[src/logic/csb_defs.vh]
`ifndef CSB_DEFS_VH
`define CSB_DEFS_VH

// ---------------------------------------------------------------
// Operation codes
// ---------------------------------------------------------------
`define CSB_OP_WIDTH 5
`define CSB_OP_COMPARE_AND_SKIP_IF_EQUAL 5'h00
`define CSB_OP_COMPARE_REGISTERS 5'h01
`define CSB_OP_COMPARE_WITH_CARRY 5'h02
`define CSB_OP_COMPARE_IMMEDIATE 5'h03
`define CSB_OP_SKIP_IF_REG_BIT_CLEAR 5'h04
`define CSB_OP_SKIP_IF_REG_BIT_SET 5'h05
`define CSB_OP_SKIP_IF_IO_BIT_CLEAR 5'h06
`define CSB_OP_SKIP_IF_IO_BIT_SET 5'h07
`define CSB_OP_BRANCH_ON_FLAG_SET 5'h08
`define CSB_OP_BRANCH_ON_FLAG_CLEAR 5'h09
`define CSB_OP_BRANCH_ON_EQUAL 5'h0a
`define CSB_OP_BRANCH_ON_NOT_EQUAL 5'h0b
`define CSB_OP_BRANCH_ON_CARRY_SET 5'h0c
`define CSB_OP_BRANCH_ON_CARRY_CLEAR 5'h0d
`define CSB_OP_BRANCH_UNSIGNED_HIGHER_OR_SAME 5'h0e
`define CSB_OP_BRANCH_UNSIGNED_LOWER 5'h0f
`define CSB_OP_BRANCH_ON_MINUS 5'h10

// ---------------------------------------------------------------
// Status register field positions
// ---------------------------------------------------------------
`define CSB_FLAG_C 0
`define CSB_FLAG_Z 1
`define CSB_FLAG_N 2
`define CSB_FLAG_V 3
`define CSB_FLAG_S 4
`define CSB_FLAG_H 5
`define CSB_FLAG_T 6
`define CSB_FLAG_I 7
`define CSB_FLAG_IDX_C 3'h0
`define CSB_FLAG_IDX_Z 3'h1
`define CSB_FLAG_IDX_N 3'h2

// ---------------------------------------------------------------
// Register offsets and reset values
// ---------------------------------------------------------------
`define CSB_ADDR_WIDTH 4
`define CSB_REG_STATUS 4'h0
`define CSB_REG_PC_LOW 4'h1
`define CSB_REG_PC_HIGH 4'h2
`define CSB_REG_UNIT 4'h3
`define CSB_STATUS_RESET 8'h00
`define CSB_UNIT_BUSY 0
`define CSB_UNIT_SKIPPED 1
`define CSB_UNIT_BRANCHED 2
`define CSB_UNIT_UNKNOWN_OP 3

// ---------------------------------------------------------------
// Cycle counts
// ---------------------------------------------------------------
`define CSB_CYC_PLAIN 2'h1
`define CSB_CYC_SKIP_ONE 2'h2
`define CSB_CYC_SKIP_TWO 2'h3
`define CSB_CYC_BRANCH_TAKEN 2'h2

`endif

[src/logic/csb_compare.v]
`timescale 1ns/1ns
`default_nettype none
`include "csb_defs.vh"

// ---------------------------------------------------------------
// Subtract without store, flag generation
// ---------------------------------------------------------------
module csb_compare (
  // Operands
  input wire [7:0] minuend,
  input wire [7:0] subtrahend,
  input wire carry_in,
  input wire zero_in,
  input wire chain_zero,
  // Result and flags
  output wire [7:0] result,
  output wire flag_z,
  output wire flag_n,
  output wire flag_v,
  output wire flag_c,
  output wire flag_h
);
  wire [7:0] d;
  wire [7:0] r;
  assign d = minuend;
  assign r = subtrahend;
  assign result = d - r - {7'h00, carry_in};
  // Chained compare keeps zero only while every byte matched
  assign flag_z = (result == 8'h00) & (~chain_zero | zero_in);
  assign flag_n = result[7];
  assign flag_v = (d[7] & ~r[7] & ~result[7]) | (~d[7] & r[7] & result[7]);
  assign flag_c = (~d[7] & r[7]) | (r[7] & result[7]) | (result[7] & ~d[7]);
  assign flag_h = (~d[3] & r[3]) | (r[3] & result[3]) | (result[3] & ~d[3]);
endmodule // csb_compare
`default_nettype wire

[src/logic/csb_condition.v]
`timescale 1ns/1ns
`default_nettype none
`include "csb_defs.vh"

// ---------------------------------------------------------------
// Skip and branch condition selection
// ---------------------------------------------------------------
module csb_condition (
  // Instruction
  input wire [`CSB_OP_WIDTH-1:0] op,
  input wire [2:0] bit_sel,
  // Operands
  input wire [7:0] operand_d,
  input wire [7:0] operand_r,
  input wire [7:0] io_data,
  input wire [7:0] status,
  // Decode
  output reg is_skip,
  output reg is_branch,
  output reg is_compare,
  output reg is_known,
  output reg cond_true
);
  reg [2:0] flag_idx;
  reg polarity;

  always @* begin
    is_skip = 1'b0;
    is_branch = 1'b0;
    is_compare = 1'b0;
    is_known = 1'b1;
    cond_true = 1'b0;
    flag_idx = bit_sel;
    polarity = 1'b1;
    case (op)
      `CSB_OP_COMPARE_AND_SKIP_IF_EQUAL: begin
        is_skip = 1'b1;
        cond_true = (operand_d == operand_r);
      end
      `CSB_OP_COMPARE_REGISTERS,
      `CSB_OP_COMPARE_WITH_CARRY,
      `CSB_OP_COMPARE_IMMEDIATE: begin
        is_compare = 1'b1;
      end
      `CSB_OP_SKIP_IF_REG_BIT_CLEAR: begin
        is_skip = 1'b1;
        cond_true = ~operand_r[bit_sel];
      end
      `CSB_OP_SKIP_IF_REG_BIT_SET: begin
        is_skip = 1'b1;
        cond_true = operand_r[bit_sel];
      end
      `CSB_OP_SKIP_IF_IO_BIT_CLEAR: begin
        is_skip = 1'b1;
        cond_true = ~io_data[bit_sel];
      end
      `CSB_OP_SKIP_IF_IO_BIT_SET: begin
        is_skip = 1'b1;
        cond_true = io_data[bit_sel];
      end
      `CSB_OP_BRANCH_ON_FLAG_SET: begin
        is_branch = 1'b1;
      end
      `CSB_OP_BRANCH_ON_FLAG_CLEAR: begin
        is_branch = 1'b1;
        polarity = 1'b0;
      end
      `CSB_OP_BRANCH_ON_EQUAL: begin
        is_branch = 1'b1;
        flag_idx = `CSB_FLAG_IDX_Z;
      end
      `CSB_OP_BRANCH_ON_NOT_EQUAL: begin
        is_branch = 1'b1;
        flag_idx = `CSB_FLAG_IDX_Z;
        polarity = 1'b0;
      end
      `CSB_OP_BRANCH_ON_CARRY_SET,
      `CSB_OP_BRANCH_UNSIGNED_LOWER: begin
        is_branch = 1'b1;
        flag_idx = `CSB_FLAG_IDX_C;
      end
      `CSB_OP_BRANCH_ON_CARRY_CLEAR,
      `CSB_OP_BRANCH_UNSIGNED_HIGHER_OR_SAME: begin
        is_branch = 1'b1;
        flag_idx = `CSB_FLAG_IDX_C;
        polarity = 1'b0;
      end
      `CSB_OP_BRANCH_ON_MINUS: begin
        is_branch = 1'b1;
        flag_idx = `CSB_FLAG_IDX_N;
      end
      default: begin
        is_known = 1'b0;
      end
    endcase
    if (is_branch) begin
      cond_true = (status[flag_idx] == polarity);
    end
  end
endmodule // csb_condition
`default_nettype wire

[src/logic/csb_unit.v]
`timescale 1ns/1ns
`default_nettype none
`include "csb_defs.vh"

module csb_unit #(
  parameter PC_WIDTH = 16,
  parameter K_WIDTH = 7
) (
  // Clock and reset
  input wire clock,
  input wire rstn,
  // Instruction issue
  input wire issue_valid,
  input wire [`CSB_OP_WIDTH-1:0] issue_op,
  input wire [PC_WIDTH-1:0] issue_pc,
  input wire [7:0] operand_d,
  input wire [7:0] operand_r,
  input wire [7:0] immediate,
  input wire [2:0] bit_sel,
  input wire [7:0] io_data,
  input wire [K_WIDTH-1:0] offset_k,
  input wire next_two_word,
  // Register port
  input wire [`CSB_ADDR_WIDTH-1:0] reg_addr,
  input wire [7:0] reg_wdata,
  input wire reg_write,
  input wire reg_read,
  output reg [7:0] reg_rdata,
  // Completion
  output reg busy,
  output reg done,
  output reg [PC_WIDTH-1:0] pc_out,
  output reg skip_taken,
  output reg branch_taken,
  output reg [7:0] status_out
);

  // ---------------------------------------------------------------
  // Reset release
  // ---------------------------------------------------------------
  reg rst_meta_reg;
  reg rst_sync_reg;
  wire rst_n;

  always @(posedge clock or negedge rstn) begin
    if (!rstn) begin
      rst_meta_reg <= 1'b0;
      rst_sync_reg <= 1'b0;
    end else begin
      rst_meta_reg <= 1'b1;
      rst_sync_reg <= rst_meta_reg;
    end
  end
  assign rst_n = rst_sync_reg;

  // ---------------------------------------------------------------
  // Program counter helpers
  // ---------------------------------------------------------------
  // Word step added to an instruction address, wraps at the top
  function [PC_WIDTH-1:0] pc_step;
    input [PC_WIDTH-1:0] base;
    input [1:0] words;
    begin
      pc_step = base + {{(PC_WIDTH-2){1'b0}}, words};
    end
  endfunction

  // Upper byte of the counter, zero padded for short counters
  function [7:0] pc_high_byte;
    input [PC_WIDTH-1:0] pc;
    reg [PC_WIDTH+7:0] padded;
    begin
      padded = {8'h00, pc};
      pc_high_byte = padded[15:8];
    end
  endfunction

  // ---------------------------------------------------------------
  // Decode and compare
  // ---------------------------------------------------------------
  localparam ST_IDLE = 2'b01;
  localparam ST_WAIT = 2'b10;

  reg [1:0] state_reg;
  reg [1:0] state_next;
  reg [1:0] count_reg;
  reg [1:0] count_next;
  reg [7:0] status_reg;
  reg [7:0] status_next;
  reg [PC_WIDTH-1:0] pc_reg;
  reg [PC_WIDTH-1:0] pc_next;
  reg skip_reg;
  reg skip_next;
  reg branch_reg;
  reg branch_next;
  reg unknown_reg;
  reg unknown_next;
  reg done_next;

  wire is_skip;
  wire is_branch;
  wire is_compare;
  wire is_known;
  wire cond_true;
  wire [7:0] cmp_sub;
  wire cmp_with_carry;
  wire cmp_z;
  wire cmp_n;
  wire cmp_v;
  wire cmp_c;
  wire cmp_h;
  wire accept;
  wire [PC_WIDTH-1:0] pc_inc;
  wire [PC_WIDTH-1:0] k_ext;

  // New work only while idle; requests during wait cycles are dropped
  assign accept = issue_valid & state_reg[0];
  assign cmp_with_carry = (issue_op == `CSB_OP_COMPARE_WITH_CARRY);
  // Immediate form swaps the constant in as subtrahend
  assign cmp_sub = (issue_op == `CSB_OP_COMPARE_IMMEDIATE) ? immediate : operand_r;
  assign pc_inc = pc_step(issue_pc, 2'h1);
  // Signed word offset widened to the counter
  assign k_ext = {{(PC_WIDTH-K_WIDTH){offset_k[K_WIDTH-1]}}, offset_k};

  // ---------------------------------------------------------------
  // Condition and compare datapath
  // ---------------------------------------------------------------
  csb_condition u_condition (
    .op(issue_op),
    .bit_sel(bit_sel),
    .operand_d(operand_d),
    .operand_r(operand_r),
    .io_data(io_data),
    .status(status_reg),
    .is_skip(is_skip),
    .is_branch(is_branch),
    .is_compare(is_compare),
    .is_known(is_known),
    .cond_true(cond_true)
  );

  csb_compare u_compare (
    .minuend(operand_d),
    .subtrahend(cmp_sub),
    .carry_in(cmp_with_carry & status_reg[`CSB_FLAG_C]),
    .zero_in(status_reg[`CSB_FLAG_Z]),
    .chain_zero(cmp_with_carry),
    .result(),
    .flag_z(cmp_z),
    .flag_n(cmp_n),
    .flag_v(cmp_v),
    .flag_c(cmp_c),
    .flag_h(cmp_h)
  );

  // ---------------------------------------------------------------
  // Next state
  // ---------------------------------------------------------------
  always @* begin
    state_next = state_reg;
    count_next = count_reg;
    status_next = status_reg;
    pc_next = pc_reg;
    skip_next = skip_reg;
    branch_next = branch_reg;
    unknown_next = unknown_reg;
    done_next = 1'b0;
    // Software write loses to a compare in the same cycle on the C, Z, N, V and H bits
    if (reg_write && reg_addr == `CSB_REG_STATUS) begin
      status_next = reg_wdata;
    end
    case (state_reg)
      ST_IDLE: begin
        if (accept) begin
          skip_next = 1'b0;
          branch_next = 1'b0;
          unknown_next = ~is_known;
          pc_next = pc_inc;
          count_next = `CSB_CYC_PLAIN;
          if (is_compare) begin
            status_next[`CSB_FLAG_Z] = cmp_z;
            status_next[`CSB_FLAG_N] = cmp_n;
            status_next[`CSB_FLAG_V] = cmp_v;
            status_next[`CSB_FLAG_C] = cmp_c;
            status_next[`CSB_FLAG_H] = cmp_h;
          end
          if (is_skip && cond_true) begin
            skip_next = 1'b1;
            if (next_two_word) begin
              pc_next = pc_step(issue_pc, 2'h3);
              count_next = `CSB_CYC_SKIP_TWO;
            end else begin
              pc_next = pc_step(issue_pc, 2'h2);
              count_next = `CSB_CYC_SKIP_ONE;
            end
          end
          if (is_branch && cond_true) begin
            branch_next = 1'b1;
            pc_next = pc_inc + k_ext;
            count_next = `CSB_CYC_BRANCH_TAKEN;
          end
          if (count_next == `CSB_CYC_PLAIN) begin
            done_next = 1'b1;
          end else begin
            state_next = ST_WAIT;
            count_next = count_next - 2'h1;
          end
        end
      end
      ST_WAIT: begin
        count_next = count_reg - 2'h1;
        if (count_reg == 2'h1) begin
          done_next = 1'b1;
          state_next = ST_IDLE;
        end
      end
      default: begin
        state_next = ST_IDLE;
      end
    endcase
  end

  // ---------------------------------------------------------------
  // State registers
  // ---------------------------------------------------------------
  always @(posedge clock or negedge rst_n) begin
    if (!rst_n) begin
      state_reg <= ST_IDLE;
      count_reg <= 2'h0;
      status_reg <= `CSB_STATUS_RESET;
      pc_reg <= {PC_WIDTH{1'b0}};
      skip_reg <= 1'b0;
      branch_reg <= 1'b0;
      unknown_reg <= 1'b0;
    end else begin
      state_reg <= state_next;
      count_reg <= count_next;
      status_reg <= status_next;
      pc_reg <= pc_next;
      skip_reg <= skip_next;
      branch_reg <= branch_next;
      unknown_reg <= unknown_next;
    end
  end

  // ---------------------------------------------------------------
  // Outputs
  // ---------------------------------------------------------------
  always @(posedge clock or negedge rst_n) begin
    if (!rst_n) begin
      busy <= 1'b0;
      done <= 1'b0;
      pc_out <= {PC_WIDTH{1'b0}};
      skip_taken <= 1'b0;
      branch_taken <= 1'b0;
      status_out <= `CSB_STATUS_RESET;
    end else begin
      // Busy follows the next state so it lines up with pc_out
      busy <= state_next[1];
      done <= done_next;
      pc_out <= pc_next;
      skip_taken <= skip_next;
      branch_taken <= branch_next;
      status_out <= status_next;
    end
  end

  // ---------------------------------------------------------------
  // Register read
  // ---------------------------------------------------------------
  always @(posedge clock or negedge rst_n) begin
    if (!rst_n) begin
      reg_rdata <= 8'h00;
    end else if (reg_read) begin
      case (reg_addr)
        `CSB_REG_STATUS: reg_rdata <= status_reg;
        `CSB_REG_PC_LOW: reg_rdata <= pc_reg[7:0];
        `CSB_REG_PC_HIGH: reg_rdata <= pc_high_byte(pc_reg);
        `CSB_REG_UNIT: reg_rdata <= {4'h0, unknown_reg, branch_reg, skip_reg, state_reg[1]};
        default: reg_rdata <= 8'h00;
      endcase
    end else begin
      reg_rdata <= 8'h00;
    end
  end
endmodule // csb_unit
`default_nettype wire

[config.mk]
export PLATFORM = sky130hd
export DESIGN_NAME = csb_unit
export DESIGN_NICKNAME = d
export VERILOG_FILES = /design/src/logic/csb_compare.v /design/src/logic/csb_condition.v /design/src/logic/csb_unit.v
export VERILOG_INCLUDE_DIRS = /design/src /design/src/logic
export SDC_FILE = /design/constraint.sdc
export NUM_CORES = 1
export LEC_CHECK = 0
export BUFFER_PORTS_ARGS = -buffer_cell sky130_fd_sc_hd__clkbuf_2
export CAP_MARGIN = 20
export CORE_ASPECT_RATIO = 0.6
export CORE_MARGIN = 10
export CORE_UTILIZATION = 40
export DETAILED_ROUTE_END_ITERATION = 10
export PLACE_DENSITY = 0.67
export SETUP_SLACK_MARGIN = 0.4
export SYNTH_ARGS = -nofsm -noshare
export SYNTH_HDL_FRONTEND = slang
export SYNTH_SLANG_ARGS = --single-unit
export TNS_END_PERCENT = 20
[constraint.sdc]
create_clock -name clock -period 3.25 [get_ports clock]
set_clock_uncertainty 0.2 [all_clocks]
set_input_delay 0.65 -clock clock [delete_from_list [all_inputs] [get_ports clock]]
set_output_delay 0.65 -clock clock [all_outputs]
set_load 0.01 [all_outputs]
==> out/metrics.csv, run 1 <==
metric,value,unit
run status,finished with violations,
failing checks,negative setup slack,
final setup margin,-0.06102,ns
Rel. slew slack,0.6645,
layout cells sized above 1,0.4708,
num rows,29,
worst-margin pin slew,0.5033,ns
max reg flops,16,
most frequent cells in the layout,"buf_4 (120), clkbuf_2 (108), nand2_1 (46)",
Cells after Synth,542,
fin area,6984,sq um
Syn Std Cell Area,4476,sq um
leak pwr,0.003244,uW
initial core utilization,0.4167,
first-pass GRT wire length,27330,microns
drt total wl,17820,microns
initial antenna violation count,0,
Layout area overhead,56.05,%
Peak VDD IR,277.6,uV
core footprint,10740,sq um
Ports,117,
"commonest non-fill, non-tap cell in the layout",buf_4,
#FFs+latches synth,42,
CP cell instances,buf_8 -> or4_4 -> o221a_4 -> buf_6 -> a211oi_4 -> a221oi_4 -> o21a_1 -> o21a_4 -> nor3_4 -> ha_1 -> nand2_1 -> o21ai_1 -> a21oi_1,
critical path arrival,3.32,ns
vias in the first global route,5134,
CP Depth,13,
clk sink count,42,
I/O Buffers,116,
biggest registers after layout,"pc_out x16, reg_rdata x8, status_out x8",
Tcrit/Tclk final,1.019,
total number of H-tree levels,2,
critical path class,input port to flop,
routability cong.,0.9614,
Post-synth ARST share,1.000,
# Max-Cap Violations,0,
Residual DRC,0,
Biggest register,pc_out,
Die X,156.6,microns
post-synthesis sequential area ratio,0.2351,
placed instance area,6123,sq um
ys flop type,dfrtp_1,
Synth cell types,63,
clock-pin slew on the worst setup and hold paths,0.06,ns
"Buf+Inv Stages, Crit Path",2,
WL/cell,19.58,microns
Total Power,3128,uW
yosys warns,0,
max incr delay on CP,0.54,ns
endpoints failing setup,3,
Critical Path RT,3.26,ns
Total Nets Final,892,
"Clk Latency, worst-skew pair",0.28,ns
Slew Limit Fails,0,
CTS Buffer Depth,2,
vias,5205,
minimum clock period,3.311,ns
Die Y,101.9,microns
CTS Buf Count,5,
Via density,5.720,
Final Hold Fails,0,
Crit. End Element,flop,
Syn Area/Cell,8.257,sq um
pwr/cell area,447.8,nW/um^2
CTS tree,done,
Post-synth EDFFs,0,
drt first pass iters,5,
CP Launch Type,input port,
unrepaired setup endpoints after global routing,true,
die area,15960,sq um
f_max,302.0,MHz
crit path max fanout,5,
Antenna Cells,0,
post-DP HPWL,14200,microns
CTS Root Cell,clkbuf_16,
R2R depth,12,
Crit path max-delay family,compound AO/OA/AOI/OAI gates,
worst hold path type,flop to async pin,
largest net degree at the start of global routing,41,
Final ANT Viol Nets,0,
slowest cell on the critical path,or4_4,
Total Routing Usage GR,0.2111,
1st-iter DRT viols,415,
syn_nets,664,
total global routing overflow,0,
[per-stage QoR]
step	setup slack [ns]	util	std cells	hold slack, ns	TNS (ns)
2_1_floorplan	-0.1177	-	542	0.1312	-0.8262
3_3_place_gp	-0.3758	0.5701	885	0.1148	-5.610
3_5_place_dp	-0.4357	0.5701	885	0.1235	-7.080
4_1_cts	-0.008508	0.6247	903	0.1257	-0.008508
5_1_grt	-0.1846	0.6503	910	0.1597	-0.9991
6_report	-0.06102	0.6503	910	0.09828	-0.1163
[report_power, final]
group	leakage, uW	internal [uW]	switching [uW]
clock	0.0000729	304	198
combinational	0.00265	769	899
sequential	0.000522	707	251
total	0.00324	1780	1350
[synthesized netlist by cell type (3+ instances only)]
master | count | share of area
a211oi_1 | 12 | 0.020
a21boi_0 | 3 | 0.0050
a21o_1 | 3 | 0.0050
a21oi_1 | 30 | 0.034
a311oi_1 | 3 | 0.0059
a31oi_1 | 3 | 0.0042
and2_1 | 4 | 0.0056
and3_1 | 10 | 0.014
buf_2 | 5 | 0.0056
clkbuf_1 | 15 | 0.013
dfrtp_1 | 41 | 0.23
fa_1 | 3 | 0.013
ha_1 | 38 | 0.11
inv_1 | 37 | 0.031
mux2_2 | 12 | 0.030
mux2i_1 | 14 | 0.031
mux4_2 | 6 | 0.030
nand2_1 | 48 | 0.040
nand3_1 | 16 | 0.018
nand4_1 | 4 | 0.0056
nor2_1 | 45 | 0.038
nor2b_1 | 12 | 0.017
nor3_1 | 16 | 0.018
nor4_1 | 4 | 0.0056
o2111ai_1 | 4 | 0.0078
o211ai_1 | 12 | 0.020
o21a_1 | 8 | 0.013
o21ai_0 | 33 | 0.037
o31ai_1 | 6 | 0.010
o41ai_1 | 4 | 0.0078
or2_2 | 3 | 0.0042
xnor2_1 | 28 | 0.055
xor2_1 | 24 | 0.047
[worst paths after layout]
| kind | from | end | slack (ns) |
|---|---|---|---|
| min in group clock | rst_meta_reg | rst_n | 0.16 |
| max in group asynchronous | rstn | rst_n | 2.26 |
| max | issue_op[3] | count_reg[1] | -0.06 |
| max reg2reg | status_out[0] | status_out[1] | 0.38 |
| min | rst_n | status_out[6] | 0.1 |
| min reg2reg | rst_n | status_out[6] | 0.1 |
[metal layers]
metal,global-route usage,share of wire,vias to the layer above
li1,-,-,2429
met1,0.3081,0.46,2525
met2,0.3184,0.44,237
met3,0.05117,0.095,14
met4,0.01949,0.0057,0
met5,0,0,-
[kinds of logic after synthesis]
| logic type | after synthesis | share of synthesized area |
|---|---|---|
| XOR/XNOR | 52 | 0.1018 |
| flip-flops | 42 | 0.2351 |
| AO/OA/AOI/OAI | 142 | 0.2128 |
| adder cells (fa/ha/maj) | 41 | 0.1197 |
| buffers and inverters | 59 | 0.05172 |
| other | 1 | 0.0008379 |
| AND/OR/NAND/NOR | 173 | 0.1865 |
| multiplexers | 32 | 0.09170 |
[what timing repair did]
action,in CTS,in global routing
setup buffers,9,7
setup endpoints to repair,27,27
resized for setup,78,47
pin swaps,46,48
endpoints found under the hold margin,2,0
hold buffers,1,0
gates cloned,0,0
[cell type report]
type | instances | area [sq um]
fill | 888 | 3756
timing repair buffer | 243 | 1635
multi-input combinational | 441 | 3832
tap | 139 | 173.9
inverter | 37 | 138.9
sequential | 42 | 1052
clock buffer | 6 | 138.9
clock inverter | 2 | 12.51
Note: power is estimated with default switching activity, not from simulation.
==> run 2: changes to the inputs <==
--- a/config.mk
+++ b/config.mk
@@ -12,8 +12,10 @@
 export CORE_MARGIN = 10
 export CORE_UTILIZATION = 40
 export DETAILED_ROUTE_END_ITERATION = 10
+export MAX_ROUTING_LAYER = met4
 export PLACE_DENSITY = 0.67
 export SETUP_SLACK_MARGIN = 0.4
+export SKIP_LAST_GASP = 1
 export SYNTH_ARGS = -nofsm -noshare
 export SYNTH_HDL_FRONTEND = slang
 export SYNTH_SLANG_ARGS = --single-unit
==> out/metrics.csv, run 2 (synthesis results as in run 1) <==
metric,value,unit,change
total global routing overflow,0,,unchanged
clk sink count,42,,unchanged
total number of H-tree levels,2,,unchanged
crit path max fanout,6,,+1
worst hold margin,0.1057,ns,+0.007462 ns
Final ANT Viol Nets,0,,unchanged
Critical Path RT,3.26,ns,about the same
Die Y,101.9,microns,unchanged
Psw,1315,uW,-2.5%
WL met1,8337,microns,+2.1%
core footprint,10740,sq um,unchanged
first-pass GRT wire length,27520,microns,+0.68%
minimum clock period,3.297,ns,-0.01421 ns
vias in the first global route,5246,,+2.2%
Combinational Power Share,0.519,,-0.014
endpoints failing setup,4,,+1
critical path class,input port to flop,,
max incr delay on CP,0.54,ns,about the same
pwr/cell area,452.9,nW/um^2,+1.1%
"Clk Latency, worst-skew pair",0.28,ns,about the same
"commonest non-fill, non-tap cell in the layout",buf_4,,
Rel. slew slack,0.6641,,about the same
1st-iter DRT viols,405,,-2.4%
Biggest register,pc_out,,
WL/cell,18.95,microns,-3.2%
Die X,156.6,microns,unchanged
final core occ,0.6530,,+0.002679
"Buf+Inv Stages, Crit Path",1,,-1
max reg flops,16,,unchanged
Total Power,3176,uW,+1.5%
Fillers,872,,-1.8%
initial antenna violation count,0,,unchanged
CTS Buf Count,5,,unchanged
post-DP HPWL,14080,microns,-0.89%
vias,5120,,-1.6%
CP cell instances,buf_6 -> or4_4 -> o221a_4 -> mux2i_2 -> a221oi_2 -> o21a_1 -> o21a_2 -> nor3_4 -> ha_1 -> nand2_1 -> o21ai_1 -> a21oi_1,,
worst-margin pin slew,0.5039,ns,+0.0006191 ns
final setup margin,-0.04681,ns,+0.01421 ns
drt total wl,17530,microns,-1.6%
clock-pin slew on the worst setup and hold paths,0.06,ns,about the same
leak pwr,0.003286,uW,+1.3%
met2 wire len,7550,microns,-3.9%
die area,15960,sq um,unchanged
failing checks,negative setup slack,,
Total Nets Final,907,,+1.7%
Slew Limit Fails,0,,unchanged
flop-to-flop setup slack,0.46,ns,+0.08 ns
Antenna Cells,0,,unchanged
layout cells sized above 1,0.4631,,-0.007713
initial core utilization,0.4167,,unchanged
worst hold path type,flop to async pin,,
CTS tree,done,,
slowest cell on the critical path,or4_4,,
Final Hold Fails,0,,unchanged
Total Routing Usage GR,0.2200,,+0.008888
largest net degree at the start of global routing,41,,unchanged
top sig layer,met4,,
Crit path max-delay family,compound AO/OA/AOI/OAI gates,,
Crit. End Element,flop,,
Layout area overhead,56.70,%,
Via density,5.535,,-3.2%
clock share of power,0.181,,+0.021
Peak VDD IR,257.1,uV,-7.4%
# Max-Cap Violations,0,,unchanged
Ports,117,,unchanged
CTS Root Cell,clkbuf_16,,
biggest registers after layout,"pc_out x16, reg_rdata x8, status_out x8",,
routability cong.,0.9404,,-2.2%
met3 routed WL,1475,microns,-13%
CTS Buffer Depth,2,,unchanged
critical path arrival,3.30,ns,-0.02 ns
Residual DRC,0,,unchanged
unrepaired setup endpoints after global routing,true,,
f_max,303.3,MHz,+0.43%
CP Launch Type,input port,,
Tcrit/Tclk final,1.014,,-0.004371
run status,finished with violations,,
I/O Buffers,116,,unchanged
P_int,1861,uW,+4.6%
drt first pass iters,5,,unchanged
Net Sw Frac,0.4140,,-0.01716
most frequent cells in the layout,"buf_4 (132), clkbuf_2 (108), nand2_1 (45)",,
num rows,29,,unchanged
Flop pwr share,0.300,,-0.006
run 2: cell types whose count changed in the layout (fill, tap and decap cells not counted), sizes merged:
cell / delta
buf: +17
bufinv: +1
clkbuf: -1
clkinv: -1
clkinvlp: -1
run 2: through the flow:
stage          std cells  area [sq um]   TNS, ns  worst slack, ns
6_report             925          7013  -0.07389         -0.04681
5_1_grt              925          7013    -2.006          -0.2126
4_1_cts              917          6782  -0.01499         -0.01361
3_5_place_dp         886          6131    -6.934          -0.4345
3_3_place_gp         886          6131    -5.827          -0.4079
2_1_floorplan        542          4676   -0.8262          -0.1177
run 2: final timing paths:
kind	start	to	cells after the start
max in group asynchronous	rstn	rst_meta_reg	2
max reg2reg	status_out[0]	status_out[1]	12
max	issue_op[3]	count_reg[1]	12
min	rst_n	status_out[7]	1
min reg2reg	rst_n	status_out[7]	1
min in group clock	rst_meta_reg	rst_n	0
run 2: power groups by stage:
| stage | registers, uW | logic [uW] | clock network [uW] |
|---|---|---|---|
| after CTS | 940 | 1560 | 581 |
| after global placement | 947 | 1430 | 0 |
| after global routing | 967 | 1800 | 607 |
| final | 953 | 1650 | 576 |
| after floorplan | 919 | 790 | 0 |
| after detailed placement | 949 | 1470 | 0 |
run 2: cell type report:
cell class,instances,area [sq um],area share
repair buffers,258,1738,0.2478
clock buffers,7,142.6,0.02034
inverters,37,141.4,0.02016
clock inverters,1,30.03,0.004282
multi-input cells,441,3735,0.5326
flip-flops and latches,42,1052,0.1500
well taps,139,173.9,0.02480
run 2: repair_timing:
item | in CTS | in global routing
hold buffers | 1 | 0
pin swaps | 40 | 25
setup buffers | 22 | 8
resized for setup | 67 | 37
setup endpoints to repair | 27 | 27
hold endpoints to repair | 2 | 0
run 2: metal layers:
layer,track usage,vias to the layer above
li1,-,2455
met1,0.3110,2438
met2,0.3204,210
met3,0.04279,17
met4,0.03971,0
met5,-,-
